`config.mk`:
```
export PLATFORM = sky130hd
export DESIGN_NAME = low_power_mode_control
export DESIGN_NICKNAME = d
export VERILOG_FILES = /design/src/inc/power_pkg.sv /design/src/design/module_stop_bank.sv /design/src/design/low_power_mode_control.sv
export SDC_FILE = /design/constraint.sdc
export NUM_CORES = 1
export LEC_CHECK = 0
export ABC_AREA = 1
export BUFFER_PORTS_ARGS = -buffer_cell sky130_fd_sc_hd__buf_2
export CAP_MARGIN = 10
export CORE_AREA = 2 2 90 92
export CTS_BUF_LIST = sky130_fd_sc_hd__clkbuf_4 sky130_fd_sc_hd__clkbuf_8 sky130_fd_sc_hd__clkbuf_16
export DETAILED_ROUTE_END_ITERATION = 12
export DIE_AREA = 0 0 92 94
export GPL_TIMING_DRIVEN = 1
export PLACE_DENSITY = 0.79
export SYNTH_ARGS = -nofsm -noshare
export SYNTH_HDL_FRONTEND = slang
export SYNTH_SLANG_ARGS = --single-unit
```
`constraint.sdc`:
```
create_clock -name aclk -period 1.6 [get_ports aclk]
set_input_delay 0.08 -clock aclk [delete_from_list [all_inputs] [get_ports aclk]]
set_output_delay 0.08 -clock aclk [all_outputs]
set_load 0.02 [all_outputs]
```
`src/inc/power_pkg.sv`:
```
package power_pkg;

  ////////////////////////////////////////////////////////////////////////////
  // Bus geometry and answers
  localparam int        ADDR_WIDTH = 8;
  localparam int        DATA_WIDTH = 32;
  localparam logic[1:0] RESP_OKAY   = 2'h0;
  localparam logic[1:0] RESP_DECERR = 2'h3;

  ////////////////////////////////////////////////////////////////////////////
  // Register word indices; byte address is four times the index
  localparam logic[2:0] IDX_LOW_POWER = 3'h0;
  localparam logic[2:0] IDX_STANDBY   = 3'h1;
  localparam logic[2:0] IDX_STOP_A    = 3'h2;
  localparam logic[2:0] IDX_STATUS    = 3'h5;
  localparam logic[2:0] IDX_NONE      = 3'h7;
  localparam int        STOP_BANKS    = 3;

  ////////////////////////////////////////////////////////////////////////////
  // Field positions and reset values
  localparam int         SOFTWARE_STANDBY_BIT = 7;
  localparam int         STANDBY_LOW_BIT      = 3;
  localparam logic [7:0] LOW_POWER_RESET      = 8'h00;
  localparam logic [4:0] STANDBY_RESET        = 5'h01;
  localparam logic[23:0] STOP_RESET           = 24'hFFFF3F;

  ////////////////////////////////////////////////////////////////////////////
  // Multiplier codes
  localparam logic [1:0] PLL_X1         = 2'h0;
  localparam logic [1:0] PLL_X2         = 2'h1;
  localparam logic [1:0] PLL_X4         = 2'h2;
  localparam logic [1:0] PLL_PROHIBITED = 2'h3;

  ////////////////////////////////////////////////////////////////////////////
  // Types
  typedef struct packed {
    logic       direct_transition_flag;
    logic       low_speed_flag;
    logic       reserved_5;
    logic       subclock_stop_bit;
    logic       feedback_cut_bit;
    logic       reserved_2;
    logic [1:0] pll_factor;
  } low_power_control_type;

  typedef enum logic [2:0] {
    st_active,
    st_sleep,
    st_standby,
    st_watch,
    st_subactive,
    st_subsleep
  } power_state_type;

  typedef struct packed {
    logic       cpu_clock_stop;
    logic       main_osc_enable;
    logic       subclock_enable;
    logic       feedback_resistor_on;
    logic       medium_speed;
    logic [1:0] pll_factor;
  } power_ctrl_type;

  localparam power_ctrl_type POWER_RESET = 7'h3C;

endpackage

```
`src/design/module_stop_bank.sv`:
```
module module_stop_bank (
  // Clock, reset and enable
  input  wire logic        aclk,
  input  wire logic        aresetn,
  input  wire logic        ce,
  // Register write
  input  wire logic        write_strobe,
  input  wire logic [2:0]  write_index,
  input  wire logic [7:0]  write_data,
  // Stop levels to the modules
  output logic      [23:0] module_stop
);

  ////////////////////////////////////////////////////////////////////////////
  // One byte per bank; a 1 holds the module stopped, a 0 lets it run
  genvar i;
  generate
    for (i = 0; i < power_pkg::STOP_BANKS; i++)
    begin : bank
      localparam logic [2:0] MY_INDEX = 3'(power_pkg::IDX_STOP_A + i);
      always_ff @(posedge aclk)
      begin
        if (!aresetn)
          module_stop[i*8 +: 8] <= power_pkg::STOP_RESET[i*8 +: 8];
        else if (ce && write_strobe && write_index == MY_INDEX)
          module_stop[i*8 +: 8] <= write_data;
      end
    end
  endgenerate

endmodule

```
`src/design/low_power_mode_control.sv`:
```
// Function
// - Direct flag 0, sleep from high/medium speed: sleep, standby or watch.
// - Direct flag 0, sleep from subactive: subsleep or watch.
// - Direct flag 1, sleep from high/medium: subactive directly, else sleep/standby.
// - Direct flag 1, sleep from subactive: high speed directly, else subsleep or watch.
// - Low-speed 0: subactive sleep gives watch or high speed; watch wakes high.
// - Low-speed 1: watch or subactive from high; watch wakes to subactive.
// - Reserved bits 5 and 2 store and read back; software writes 0.
// - Subclock stop bit 0 enables subclock, 1 disables it.
// - Cut bit 0: feedback resistor on while main oscillator runs, else off.
// - Cut bit 1 turns resistor off; change applies at standby entry or exit.
// - Multiplier code 00 x1, 01 x2, 10 x4; code 11 is forbidden.
// - Writing 1 to a module stop bit stops that module.
// - Writing 0 to a module stop bit releases that module.
// - Standby bit with low-speed and direct flags picks the sleep target.
module low_power_mode_control (
  // Clock, reset and enable
  input  wire logic                   aclk,
  input  wire logic                   aresetn,
  input  wire logic                   ce,
  // AXI4-Lite write address and data
  input  wire logic                   awvalid,
  output logic                        awready,
  input  wire logic [7:0]             awaddr,
  input  wire logic                   wvalid,
  output logic                        wready,
  input  wire logic [31:0]            wdata,
  input  wire logic [3:0]             wstrb,
  // AXI4-Lite write response
  output logic                        bvalid,
  input  wire logic                   bready,
  output logic [1:0]                  bresp,
  // AXI4-Lite read
  input  wire logic                   arvalid,
  output logic                        arready,
  input  wire logic [7:0]             araddr,
  output logic                        rvalid,
  input  wire logic                   rready,
  output logic [31:0]                 rdata,
  output logic [1:0]                  rresp,
  // CPU events
  input  wire logic                   sleep_exec,
  input  wire logic                   wake_request,
  input  wire logic                   medium_speed_request,
  // Power and clock controls
  output power_pkg::power_ctrl_type   power,
  output logic [23:0]                 module_stop
);

  ////////////////////////////////////////////////////////////////////////////
  // Decoding used by both bus channels
  function automatic logic [2:0] reg_select(input logic [7:0] addr);
    reg_select = power_pkg::IDX_NONE;
    if (addr[7:5] == 3'h0 && addr[4:2] <= power_pkg::IDX_STATUS)
      reg_select = addr[4:2];
  endfunction

  // Target of a sleep instruction from a running state
  function automatic power_pkg::power_state_type sleep_target(
    input power_pkg::power_state_type from,
    input power_pkg::low_power_control_type c,
    input logic                            standby
  );
    sleep_target = from;
    if (from == power_pkg::st_active)
    begin
      if (!standby)
        sleep_target = power_pkg::st_sleep;
      else if (!c.low_speed_flag)
        sleep_target = power_pkg::st_standby;
      else if (!c.direct_transition_flag)
        sleep_target = power_pkg::st_watch;
      else
        sleep_target = power_pkg::st_subactive;
    end
    else if (from == power_pkg::st_subactive)
    begin
      if (!standby)
        sleep_target = power_pkg::st_subsleep;
      else if (c.direct_transition_flag && !c.low_speed_flag)
        sleep_target = power_pkg::st_active;
      else
        sleep_target = power_pkg::st_watch;
    end
  endfunction

  ////////////////////////////////////////////////////////////////////////////
  // Declarations
  power_pkg::low_power_control_type lpc;
  power_pkg::power_state_type       state;
  power_pkg::power_state_type       next_state;
  logic [4:0]                       standby_ctrl;
  logic                             software_standby_bit;
  logic                             fb_cut_eff;
  logic                             aw_held;
  logic                             w_held;
  logic [7:0]                       aw_addr;
  logic [31:0]                      w_data;
  logic [3:0]                       w_strb;
  logic                             do_write;
  logic [2:0]                       write_sel;
  logic                             lane0;
  logic                             lpc_write;
  logic                             osc_running;
  logic                             standby_edge;

  assign software_standby_bit = standby_ctrl[power_pkg::SOFTWARE_STANDBY_BIT -
                             power_pkg::STANDBY_LOW_BIT];

  ////////////////////////////////////////////////////////////////////////////
  // Write channel: address and data are taken in either order
  assign awready   = ce && !aw_held && !bvalid;
  assign wready    = ce && !w_held && !bvalid;
  assign do_write  = aw_held && w_held;
  assign write_sel = reg_select(aw_addr);
  assign lane0     = do_write && w_strb[0];
  assign lpc_write = lane0 && write_sel == power_pkg::IDX_LOW_POWER;

  always_ff @(posedge aclk)
  begin
    if (!aresetn)
    begin
      aw_held <= 1'h0;
      aw_addr <= 8'h00;
    end
    else if (ce)
    begin
      if (do_write)
        aw_held <= 1'h0;
      else if (awvalid && awready)
      begin
        aw_held <= 1'h1;
        aw_addr <= awaddr;
      end
    end
  end

  always_ff @(posedge aclk)
  begin
    if (!aresetn)
    begin
      w_held <= 1'h0;
      w_data <= 32'h00000000;
      w_strb <= 4'h0;
    end
    else if (ce)
    begin
      if (do_write)
        w_held <= 1'h0;
      else if (wvalid && wready)
      begin
        w_held <= 1'h1;
        w_data <= wdata;
        w_strb <= wstrb;
      end
    end
  end

  // Response waits for both halves, so one write at a time
  always_ff @(posedge aclk)
  begin
    if (!aresetn)
    begin
      bvalid <= 1'h0;
      bresp  <= power_pkg::RESP_OKAY;
    end
    else if (ce)
    begin
      if (do_write)
      begin
        bvalid <= 1'h1;
        bresp  <= (write_sel == power_pkg::IDX_NONE) ?
                  power_pkg::RESP_DECERR : power_pkg::RESP_OKAY;
      end
      else if (bready)
        bvalid <= 1'h0;
    end
  end

  ////////////////////////////////////////////////////////////////////////////
  // Control registers; only byte lane 0 carries register bits
  always_ff @(posedge aclk)
  begin
    if (!aresetn)
      lpc <= power_pkg::LOW_POWER_RESET;
    else if (ce && lpc_write)
      lpc <= w_data[7:0];
  end

  always_ff @(posedge aclk)
  begin
    if (!aresetn)
      standby_ctrl <= power_pkg::STANDBY_RESET;
    else if (ce && lane0 && write_sel == power_pkg::IDX_STANDBY)
      standby_ctrl <= w_data[7:power_pkg::STANDBY_LOW_BIT];
  end

  module_stop_bank stop_bank (
    .aclk         (aclk),
    .aresetn      (aresetn),
    .ce           (ce),
    .write_strobe (lane0),
    .write_index  (write_sel),
    .write_data   (w_data[7:0]),
    .module_stop  (module_stop)
  );

  ////////////////////////////////////////////////////////////////////////////
  // Read channel: data one cycle after the address is taken
  assign arready = ce && !rvalid;

  always_ff @(posedge aclk)
  begin
    if (!aresetn)
    begin
      rvalid <= 1'h0;
      rdata  <= 32'h00000000;
      rresp  <= power_pkg::RESP_OKAY;
    end
    else if (ce)
    begin
      if (arvalid && arready)
      begin
        rvalid <= 1'h1;
        rresp  <= power_pkg::RESP_OKAY;
        rdata  <= 32'h00000000;
        case (reg_select(araddr))
          power_pkg::IDX_LOW_POWER: rdata[7:0] <= lpc;
          power_pkg::IDX_STANDBY:
            rdata[7:0] <= {standby_ctrl, 3'h0};
          power_pkg::IDX_STATUS:
            rdata[7:0] <= {3'h0, fb_cut_eff, power.medium_speed, state};
          power_pkg::IDX_NONE: rresp <= power_pkg::RESP_DECERR;
          default:
            rdata[7:0] <= module_stop[(araddr[4:2] - 3'h2)*8 +: 8];
        endcase
      end
      else if (rready)
        rvalid <= 1'h0;
    end
  end

  ////////////////////////////////////////////////////////////////////////////
  // Mode sequencer; medium speed is the active state with a slow CPU clock,
  // so sleep and standby from medium speed come back to medium speed
  always_comb
  begin
    next_state = state;
    case (state)
      power_pkg::st_active,
      power_pkg::st_subactive:
        if (sleep_exec)
          next_state = sleep_target(state, lpc, software_standby_bit);
      power_pkg::st_sleep,
      power_pkg::st_standby:
        if (wake_request)
          next_state = power_pkg::st_active;
      power_pkg::st_subsleep:
        if (wake_request)
          next_state = power_pkg::st_subactive;
      power_pkg::st_watch:
        if (wake_request)
          next_state = lpc.low_speed_flag ? power_pkg::st_subactive :
                                            power_pkg::st_active;
      default:
        next_state = power_pkg::st_active;
    endcase
  end

  always_ff @(posedge aclk)
  begin
    if (!aresetn)
      state <= power_pkg::st_active;
    else if (ce)
      state <= next_state;
  end

  ////////////////////////////////////////////////////////////////////////////
  // Feedback cut is sampled only at standby entry and exit, so a write while
  // the crystal runs cannot kill it mid-operation
  assign standby_edge = (next_state == power_pkg::st_standby) !=
                        (state == power_pkg::st_standby);

  always_ff @(posedge aclk)
  begin
    if (!aresetn)
      fb_cut_eff <= 1'h0;
    else if (ce && standby_edge)
      fb_cut_eff <= lpc.feedback_cut_bit;
  end

  ////////////////////////////////////////////////////////////////////////////
  // Registered controls; they lag the state by one cycle
  assign osc_running = state == power_pkg::st_active ||
                       state == power_pkg::st_sleep;

  always_ff @(posedge aclk)
  begin
    if (!aresetn)
      power <= power_pkg::POWER_RESET;
    else if (ce)
    begin
      power.cpu_clock_stop       <= !(state == power_pkg::st_active ||
                                      state == power_pkg::st_subactive);
      power.main_osc_enable      <= osc_running;
      power.subclock_enable      <= !lpc.subclock_stop_bit;
      power.feedback_resistor_on <= osc_running && !fb_cut_eff;
      power.medium_speed         <= state == power_pkg::st_active &&
                                    medium_speed_request;
      // A forbidden code falls back to x1 rather than overdrive the PLL
      power.pll_factor           <=
        (lpc.pll_factor == power_pkg::PLL_PROHIBITED) ?
        power_pkg::PLL_X1 : lpc.pll_factor;
    end
  end
endmodule

```
Yosys cells after proc, flatten, opt, wreduce, memory -nomap -nowiden. Cells that the tools add are included.

Add/subtract/negate cells: 1. Magnitude comparators: 2. Equal/unequal tests: 16. Shifts and indexed selects: 1. Multiplexer cells: 30. Bitwise operators: 1. Reduce and logical (&&, ||, !) cells: 52.

Operators with widths (count): 3-bit 2-to-1 mux (16); 24-bit by 33-bit variable part select with 8-bit output (1); 8-bit case mux with 4 select lines (1); 1-bit logical AND (23); 3-bit == test, second input constant (6); 3-bit by 2-bit == test with 1-bit output, second input constant (5); 3-bit logical NOT (5); 3-bit case mux with 4 select lines (1); 2-bit AND reduction (6); 3-bit by 1-bit == test with 1-bit output, second input constant (3); 1-bit logical NOT (8); 1-bit 2-to-1 mux (8); 2-bit 2-to-1 mux (4); 2-bit nonzero test (4); 3-bit less-or-equal comparator, second input constant (2); 3-bit AND reduction (2); 2-bit OR reduction (2); 3-bit by 2-bit subtractor with 4-bit output, second input constant (1); 2-bit == test, second input constant (1); 1-bit logical OR (2); 1-bit != test (1); 1-bit NOT (1).

Register bits after elaboration: 81. Input bits: 63. Output and inout port bits: 72.

Logic depth before layout (Yosys ltp). Gate-level depths: netlist (run 1).

Depth after elaboration: 11. Mapped depth: 12. Mapped depth without buffers: 12.

Cells and area by module. Synthesis (run 1) repeated with hierarchy kept, for this count alone.

Cells, all modules: 529. Area total of the unflattened synthesis: 3709.8 um^2.

Modules (own cells, without submodules): low_power_mode_control (instances 1, cells each 410, area an instance 2776.4 um^2, seq. area each 1061.0 um^2); module_stop_bank (instances 1, cells each 119, area an instance 933.4 um^2, seq. area each 480.5 um^2).

Worst setup path before layout (run 1). No wires, ideal clock.

Path kind: flip-flop to flip-flop. Start: reg bvalid. End: reg aw_addr[2]. Setup time: 0.065 ns. Arrival time: 1.541 ns. Path slack: -0.006 ns. Stages on the path, launching flop included: 6. Path through: dfxtp_1 > nor3_1 > nand2_1 > inv_1 > nor2_1 > nor2_1.

Cells in the longest elaborated chain, start to end: 4.

Ends and longest elaborated chain: start: declaration (RTL line low_power_mode_control.sv:30) `output logic bvalid,`; start signal: assignment (RTL line low_power_mode_control.sv:164) `bvalid <= 1'h0;`; start signal: assignment (RTL line low_power_mode_control.sv:171) `bvalid <= 1'h1;`; start signal: assignment (RTL line low_power_mode_control.sv:176) `bvalid <= 1'h0;`; 1-bit logical NOT (RTL line low_power_mode_control.sv:112) `assign awready = ce && !aw_held && !bvalid;`; 1-bit logical AND (RTL line low_power_mode_control.sv:112); via awready (RTL line low_power_mode_control.sv:23) `output logic awready,`; 1-bit logical AND (RTL line low_power_mode_control.sv:130) `else if (awvalid && awready)`; 3-bit AND reduction (no line); end signal: assignment (RTL line low_power_mode_control.sv:133) `aw_addr <= awaddr;`; end: declaration (RTL line low_power_mode_control.sv:97) `logic [7:0] aw_addr;`.

The timed path passes the listed nets, and every way through them passes these cells. A chain may end at the register's enable or synchronous reset.

Final worst setup path (run 1).
Start: reg aw_addr[6]. End: reg lpc[5] in the netlist's numbering.

Cells in the longest elaborated chain, start to end: 6.

Ends and longest elaborated chain: 3-bit logical NOT (RTL line low_power_mode_control.sv:54) `if (addr[7:5] == 3'h0 && addr[4:2] <= power_pkg::IDX_STATUS)`; 1-bit logical AND (RTL line low_power_mode_control.sv:54); 3-bit 2-to-1 mux (RTL line low_power_mode_control.sv:54); 3-bit logical NOT (RTL line low_power_mode_control.sv:117) `assign lpc_write = lane0 && write_sel == power_pkg::IDX_LOW_POWER;`; 1-bit logical AND (RTL line low_power_mode_control.sv:117); 1-bit logical AND (RTL line low_power_mode_control.sv:186) `else if (ce && lpc_write)`; end signal: assignment (RTL line low_power_mode_control.sv:185) `lpc <= power_pkg::LOW_POWER_RESET;`; end signal: assignment (RTL line low_power_mode_control.sv:187) `lpc <= w_data[7:0];`; end: declaration (RTL line low_power_mode_control.sv:89) `power_pkg::low_power_control_type lpc;`.

Every way passes these cells.

==> results.txt, run 1 <==
- The run finished with clean final reports.
- The worst hold path belongs to the class input pin to flop.
* 1st-pass router iterations: 6
- At the worst endpoint, the required time is 1.84 ns.
* Area contributors post-synth: sky130_fd_sc_hd__dfxtp_1 41%, sky130_fd_sc_hd__o211ai_2 7.4%, sky130_fd_sc_hd__nand2_1 7.2%
- Area share of fa/ha/maj cells after synthesis: 0.671%
- Insertion delay of the later-clocked pin in the worst-skew pair: 0.35 ns
- Via Count: 3485
- Sequential elements use 41.3% of the synthesized area.
- Full die area: 0.00865 sq mm
* Post-route worst setup slack: 0.0174 ns
- Once detail routing completed, the nets flagged for antenna violations numbered 0.
- For the final database, setup skew stands at 0.0106 ns.
- After routing the design area is 0.00459 sq mm.
- Instance area at placement: 0.00424 sq mm
- Of all nets on the critical path, the largest fanout is 16.
- Maximum count of clock buffers along a single path: 2
* Power Total: 4.46 mW
* Global route total overflow: 0
- The number of global-route vias before repair is 3264.
- The congestion estimate from routability-driven global placement came to 0.857.
- Worst-case vdd ir drop: 0.637 mV
* Routed WL per cell: 13.9 microns
- The tree is rooted in a sky130_fd_sc_hd__clkbuf_8.
- Ratio of cells with drive above 1 in the final layout: 28.9%
- Port Buf Inserts: 79
- Core Box Area: 0.00761 sq mm
* Number of antenna violations at the first check in global routing: 0
* Synth cell types: 40
- The worst setup path is launched from a flop.
- For this design, the sink count on the clock tree is 77.
- Combinational family with the most area after synthesis: compound AO/OA/AOI/OAI gates
* Number of buffers created by CTS: 9
- After layout, the worst path uses 98.9% of the clock period.
- The synthesized design contains 0 enable-type register cells.
- Async SR Flop Fraction: 0%
- For this configuration, the core starts out at a cell density of 49.0%.
- Among all flip-flop cells after synthesis, the most frequent one is sky130_fd_sc_hd__dfxtp_1.
* Initial DRC Count: 222
- After Yosys synthesis, and, or, nand and nor cells account for 18.2% of the synthesized area.
* Multiplexer share of the synthesized area: 0%
* Die Width: 92 microns
- Number of pins exceeding their max-slew limit in the final report: 0
- In the final layout, the multi-input gates occupy 0.00177 sq mm.
- Relative to the synthesized area, the layout overhead comes to 22.9%.
- Setup repair after global routing missed its margin: yes
* Final Routed Wirelength: 9330 microns
- Critical path type: flop to flop
- In this run the power density over the cells is 972 mW/mm^2.
- Net count, final: 628
- Clock tree from TritonCTS: yes
- The tool flagged a number of max-cap violations equal to 0.
* Area share of the largest cell type after synthesis: 41.3%
- Count of state elements after synthesis: 77
* Mapped Area: 0.00373 sq mm
- During I/O placement, the number of pins put on the boundary was 135.
* Setup violation total in the final timing report: 0
* Syn Inst Count: 467
* Fmax achieved: 632 MHz
- Via density per instance: 5.20
* Total of warnings raised by yosys: 0
* Cell with the most instances after synthesis: sky130_fd_sc_hd__dfxtp_1
- Largest net degree at the start of global routing: 23
- GRT Util Overall: 22.0%
- Once the clock tree was built, the setup fixing pass inserted 0 buffers.
- sky130_fd_sc_hd__dfxtp_1 takes more of the synthesized area than any other cell.
- The H-tree generated during clock tree synthesis spans 3 levels.
- Number of hold violations in the final report: 0
- The filler cells instantiated in the layout total 683.
- In the synthesized netlist, the cells that appear most often are 77 x sky130_fd_sc_hd__dfxtp_1, 72 x sky130_fd_sc_hd__nand2_1, 50 x sky130_fd_sc_hd__a21oi_1, 50 x sky130_fd_sc_hd__inv_1, 44 x sky130_fd_sc_hd__o21ai_0.
* Placement Setup Slack: 0.0317 ns
- Detailed placement finished with a half-perimeter wire length of 6720 microns.
- Critical path arrival: 1.82 ns
* Mean area per synthesized cell: 7.99 sq um
- Xor-xnor portion of the synthesized cell area: 0%
- Leakage: 2.22 nW
* Clock transition time at the flip-flop clock pins of the worst setup and hold paths: 0.08 ns
- Synth Area in Compound Gates: 25.8%
- The first global-routing pass estimated 15200 microns of wire.
- From bottom edge to top edge, the die measures 94 microns.
* Cell row count: 32
* Register Area: 0.00154 sq mm
- Antenna diode count: 0
* Residual DRC: 0
- The worst setup path is captured at a flop.
- Time the final worst path needs with I/O delays and setup: 1.58 ns
[per-stage QoR]
stage	hold WS [ns]	setup TNS [ns]	std cells	util, %
floorplan	0.227	0	490	-
detailed placement	0.330	0	646	55.8
finish	0.0272	0	670	60.3
CTS	0.0150	0	670	60.1
global placement	0.330	0	646	55.8
global route	0.0416	-0.480	670	60.3
[power breakdown]
part | total (mW) | internal, mW | switching [mW]
combinational | 0.623 | 0.201 | 0.422
clock | 1.81 | 1.04 | 0.761
sequential | 2.03 | 1.98 | 0.0450
[layer usage]
layer,global-route usage [%],wire (microns),share of wire (%)
met5,0,0,0
met2,37.1,4390,47
met1,28.7,4200,45
met4,7.34,140,1.5
met3,3.85,592,6.3
[layout by cell type, fill, tap and decap left out, types with 4 or more instances in the layout]
cell                            instances
sky130_fd_sc_hd__a21oi_1               50
sky130_fd_sc_hd__buf_12                 4
sky130_fd_sc_hd__buf_2                 79
sky130_fd_sc_hd__buf_4                 16
sky130_fd_sc_hd__clkbuf_8               9
sky130_fd_sc_hd__conb_1                24
sky130_fd_sc_hd__dfxtp_1               76
sky130_fd_sc_hd__dlygate4sd3_1          8
sky130_fd_sc_hd__inv_1                 49
sky130_fd_sc_hd__inv_2                  4
sky130_fd_sc_hd__nand2_1               72
sky130_fd_sc_hd__nand2_2                4
sky130_fd_sc_hd__nand3_1               10
sky130_fd_sc_hd__nor2_1                28
sky130_fd_sc_hd__nor3_1                 5
sky130_fd_sc_hd__o211ai_1               8
sky130_fd_sc_hd__o211ai_2              22
sky130_fd_sc_hd__o21ai_0               39
sky130_fd_sc_hd__o21ai_1               10
sky130_fd_sc_hd__o22ai_1                6
[cell type report]
class / count / share of cell area, %
multi-input cells: 310 / 38.6
flip-flops and latches: 77 / 33.6
repair buffers: 107 / 14.7
inverters: 58 / 4.86
well taps: 102 / 2.78
clock buffers: 9 / 2.70
clock inverters: 7 / 2.70
[registers in the layout, indices dropped and copies added (netlist names)]
signal / flops
aw_addr: 6
power: 7
rvalid: 1
aw_held: 1
rdata: 8
w_data: 8
w_held: 1
rresp: 1
lpc: 8
state: 3
bvalid: 1
stop_bank.module_stop: 24
w_strb: 1
bresp: 1
standby_ctrl: 5
fb_cut_eff: 1
[path summary, 6_finish.rpt]
path,from,end,slack (ns),depth (start not counted)
setup / recovery,aw_addr[6],lpc[5],0.02,9
hold / removal,wdata[0],w_data[0],0.03,3
setup reg to reg,aw_addr[6],lpc[5],0.02,9
hold reg to reg,lpc[5],lpc[5],0.46,2
[logic make-up after synthesis]
kind of cell	Yosys count
buffers and inverters	103
other	1
flip-flops	77
adder cells (fa/ha/maj)	2
AND/OR/NAND/NOR	136
AO/OA/AOI/OAI	148
[repair_timing]
item | 4_1_cts | 5_1_grt
hold buffers | 8 | 0
pin swaps | 0 | 2
setup endpoints to repair | 1 | 23
gates resized for setup | 2 | 9
endpoints found under the hold margin | 8 | 0
[worst max-delay path, stage by stage (launching register included)]
cell and delay [ns]:
sky130_fd_sc_hd__dfxtp_2 0.34, sky130_fd_sc_hd__nor3_4 0.20, sky130_fd_sc_hd__nand2_4 0.11, sky130_fd_sc_hd__inv_4 0.08, sky130_fd_sc_hd__nand2_4 0.07, sky130_fd_sc_hd__nor2_8 0.12, sky130_fd_sc_hd__buf_12 0.12, sky130_fd_sc_hd__nand3_4 0.16
sky130_fd_sc_hd__o21ai_1 0.21, sky130_fd_sc_hd__a21oi_1 0.05
Power figures use the tool's default switching activity.
==> inputs of run 2 (changes only) <==
- PLACE_DENSITY: 0.79 -> 0.78
- SYNTH_HIERARCHICAL: default -> 1
==> run 2 against run 1 <==
  * Clock skew decreased by 0.0047 ns
  * Global-route usage increased by 1.2 points
  * Synthesized cell count increased by 13%
  * Synthesized area decreased by 0.54%
  * Core utilization decreased by 1.2 points
  * First-iteration DRC count decreased by 12%
  * Largest cell class unchanged
==> results.txt, run 2 <==
* Status: completed (unchanged)
- The static leakage power came to 2.14 nW (was 2.22 nW).
- The cell row count was 32 (unchanged).
- The total congestion overflow came to 0 (unchanged).
* Number of antenna violations at the first check in global routing: 0 (unchanged)
- The signed area change from the synthesized netlist to the final layout was 21.0% (was 22.9%).
- CTS H-tree depth: 3 (unchanged)
- The worst path arrival time was 1.74 ns (was 1.82 ns).
- The number of buffers inserted during clock tree synthesis came to 9 (unchanged).
* Most used cells in the layout excluding fill and tap cells: 117 x sky130_fd_sc_hd__nand2_1, 79 x sky130_fd_sc_hd__buf_2, 77 x sky130_fd_sc_hd__dfxtp_1 (was 79 x sky130_fd_sc_hd__buf_2, 76 x sky130_fd_sc_hd__dfxtp_1, 72 x sky130_fd_sc_hd__nand2_1)
- Type of element launching the critical path: flop (unchanged)
- CTS sink cnt: 77 (unchanged)
- The dominant register cell in the synthesized netlist is sky130_fd_sc_hd__dfxtp_1 (unchanged).
* Detailed-routed wire length on met2: 4440 microns (was 4390 microns)
- The total of max-cap violations is 0 (unchanged).
- Most used standard cells in the synthesized netlist: 121 x sky130_fd_sc_hd__nand2_1, 77 x sky130_fd_sc_hd__dfxtp_1, 56 x sky130_fd_sc_hd__nand3_1 (was 77 x sky130_fd_sc_hd__dfxtp_1, 72 x sky130_fd_sc_hd__nand2_1, 50 x sky130_fd_sc_hd__a21oi_1, 50 x sky130_fd_sc_hd__inv_1, 44 x sky130_fd_sc_hd__o21ai_0)
- Syn Inst Count: 529 (was 467)
* Class of the tightest hold or removal check: input pin to flop (unchanged)
* Number of pins exceeding their max-slew limit in the final report: 0 (unchanged)
- The vias after detailed routing came to 3749 (was 3485).
- The portion of the clock cycle consumed by the worst path in the final layout came to 91.4% (was 98.9%).
- Critical path peak fanout: 10 (was 16)
- Count of state elements after synthesis: 77 (unchanged)
- The height of the die is 94 microns (unchanged).
- GPL Wtd Cong: 0.852 (was 0.857)
* Flip-flop count of the largest register after layout: 24 (unchanged)
- Post-route cell area: 0.00449 sq mm (was 0.00459 sq mm)
* Number of routed nets with antenna violations: 0 (unchanged)
- The chip width came to 92 microns (unchanged).
- Port Buf Inserts: 79 (unchanged)
- Antenna diode count: 0 (unchanged)
- The number of enable flip-flop cells after synthesis is 0 (unchanged).
* Ratio of cells with drive above 1 in the final layout: 21.8% (was 28.9%)
* CP max stage cell: sky130_fd_sc_hd__dfxtp_1 (was sky130_fd_sc_hd__dfxtp_2)
* Global-route wire length before repair: 15800 microns (was 15200 microns)
- Cell type with the largest total area after synthesis: sky130_fd_sc_hd__dfxtp_1 (unchanged)
- The sequential-to-total area share from yosys stat was 41.6% (was 41.3%).
- The leading cell type by number of instances after synthesis was sky130_fd_sc_hd__nand2_1 (was sky130_fd_sc_hd__dfxtp_1).
* Critical path type: flop to flop (unchanged)
* GRT Util Overall: 23.2% (was 22.0%)
- The area of the die came to 0.00865 sq mm (unchanged).
* Met1 routed wirelength after detailed routing: 4080 microns (was 4200 microns)
* Register-to-register setup slack: 0.14 ns (was 0.02 ns)
- The setup-violating endpoint count in the final report is 0 (unchanged).
* Most common library cell in the layout ignoring fill and taps: sky130_fd_sc_hd__nand2_1 (was sky130_fd_sc_hd__buf_2)
- Post-route worst setup slack: 0.137 ns (was 0.0174 ns)
* Mapped Area: 0.00371 sq mm (was 0.00373 sq mm)
- The total iterations of the first detailed-routing run is 5 (was 6).
- At the pin with the least slew margin, the transition time is 0.546 ns.
- Area contributors post-synth: sky130_fd_sc_hd__dfxtp_1 42%, sky130_fd_sc_hd__nand2_1 12%, sky130_fd_sc_hd__nand3_1 7.6% (was sky130_fd_sc_hd__dfxtp_1 41%, sky130_fd_sc_hd__o211ai_2 7.4%, sky130_fd_sc_hd__nand2_1 7.2%).
- Time the final worst path needs with I/O delays and setup: 1.46 ns (was 1.58 ns)
- The maximum vdd ir drop came to 0.448 mV (was 0.637 mV).
* Required time of the critical path: 1.88 ns (was 1.84 ns)
- Io pins: 135 (unchanged)
* Root Buffer Master: sky130_fd_sc_hd__clkbuf_8 (unchanged)
- Wire length on met3: 793 microns (was 592 microns)
* Total of warnings raised by yosys: 6 (was 0)
- Maximum count of clock buffers along a single path: 2 (unchanged)
- The clock latency on the worst-skew pair came to 0.35 ns (about the same).
- The remaining design rule violation count was 0 (unchanged).
* Register name with the most flops: stop_bank/module_stop (was stop_bank.module_stop)
- Cell chain of the critical path: nor3_2, nand2_2, nor2_4, nand2_4, nor3_4, buf_12, o21ai_1, a21oi_1 (was nor3_4, nand2_4, inv_4, nand2_4, nor2_8, buf_12, nand3_4, o21ai_1, a21oi_1).
- Core Box Area: 0.00761 sq mm (unchanged)
- The starting DRC count in detailed routing was 196 (was 222).
- The initial core utilization is 48.8% (was 49.0%).
* Clock tree from TritonCTS: yes (unchanged)
* Mean area per synthesized cell: 7.01 sq um (was 7.99 sq um)
- Final Routed Wirelength: 9590 microns (was 9330 microns)
- The count of different cell masters after synthesis is 28 (was 40).
- The biggest cell delay along the critical path was 0.32 ns (was 0.34 ns).
- Largest net degree at the start of global routing: 37 (was 23)
- The highest layer used for signal routing was met4 (unchanged).
- Headroom to the max-slew limit came out at 63.5%.
- Via density per instance: 5.14 (was 5.20)
* Endpoint type of the worst setup path: flop (unchanged)
- The share of synthesized flip-flops with an asynchronous set or reset came to 0% (unchanged).
- Gate family responsible for the most delay along the worst path: simple AND/OR/NAND/NOR gates (unchanged)
- Critical path buffer and inverter count: 1 (was 2)
* Final standard cell utilization of the core: 59.0% (was 60.3%)
- The post-placement worst setup slack was 0.0542 ns (was 0.0317 ns).
- The standard cell area after detailed placement was 0.00415 sq mm (was 0.00424 sq mm).
* Setup skew after layout: 0.00589 ns (was 0.0106 ns)
* Routed WL per cell: 13.1 microns (was 13.9 microns)
- Fmax achieved: 683 MHz (was 632 MHz)
- The clock transition at the register clock pins on the worst setup and hold paths after CTS came to 0.08 ns (about the same).
- Via count of the first global-routing pass: 3346 (was 3264)
- The total power is 4.10 mW (was 4.46 mW).
- The top-area cell type share of the netlist area is 41.6% (was 41.3%).
- The layout net count was 689 (was 628).
- The HPWL after detailed placement is 6950 microns (was 6720 microns).
- The final number of hold-violating endpoints was 0 (unchanged).
- Power density relative to cell area: 912 mW/mm^2 (was 972 mW/mm^2)
## run 2: cell types whose count changed after synthesis, sizes merged, moves of 2 or more
cell,change
o211ai,-23
nand3,+42
nand2,+46
o22ai,-6
nand4,+2
clkinv,-3
inv,-7
buf,+2
nor3,-2
nor2,+22
a31oi,-2
## run 2: tightest hold or removal path, stage by stage
cell and delay [ns]:
sky130_fd_sc_hd__buf_2 0.07, sky130_fd_sc_hd__o21ai_0 0.07, sky130_fd_sc_hd__a21oi_1 0.10
## run 2: path summary, 6_finish.rpt
check | start | to | cells past startpoint
setup / recovery | aw_addr[6] | standby_ctrl[3] | 8
hold / removal | wdata[6] | w_data[6] | 3
setup reg to reg | aw_addr[6] | standby_ctrl[3] | 8
hold reg to reg | rdata[3] | rdata[3] | 2
## run 2: repair_timing
item | 4_1_cts | 5_1_grt
resized for setup | 0 | 13
hold buffers | 9 | 0
setup buffers | 0 | 1
setup endpoints to repair | 0 | 38
endpoints found under the hold margin | 9 | 0
## run 2: logic make-up (layout without fill, tap and decap cells)
family                     count (synthesis)  after routing  synth area share [%]
buffers and inverters                     94            170                  13.1
DFF                                       77             77                  41.6
AOI/OAI and AO/OA                        110            110                  15.6
and+or+nand+nor                          245            245                  29.0
adders and majority gates                  2              2                 0.674
other                                      1             24                 0.101
## run 2: power breakdown
group	internal (mW)	switching, mW
clock	0.769	0.681
sequential	1.97	0.0565
combinational	0.203	0.412
## run 2: metrics by stage
step / std cells / TNS, ns / hold slack [ns]
3_3_place_gp: 705 / 0 / 0.312
5_1_grt: 730 / -0.0346 / 0.0424
2_1_floorplan: 552 / -0.0129 / 0.165
6_report: 730 / 0 / 0.00953
3_5_place_dp: 705 / 0 / 0.329
4_1_cts: 729 / 0 / 0.00303
## run 2: final cells by class
class / count / area (sq um)
Clock buffer: 11 / 145
Clock inverter: 4 / 48.8
Timing Repair Buffer: 107 / 641
Multi-Input combinational cell: 381 / 1810
Fill cell: 757 / 3120
Sequential cell: 77 / 1540
Tap cell: 102 / 128
Inverter: 48 / 180
## run 2: per-layer routing
layer,track usage [%],up-vias
met5,0,-
met1,30.4,1688
met4,12.2,0
met3,4.01,23
li1,-,1873
met2,36.8,165
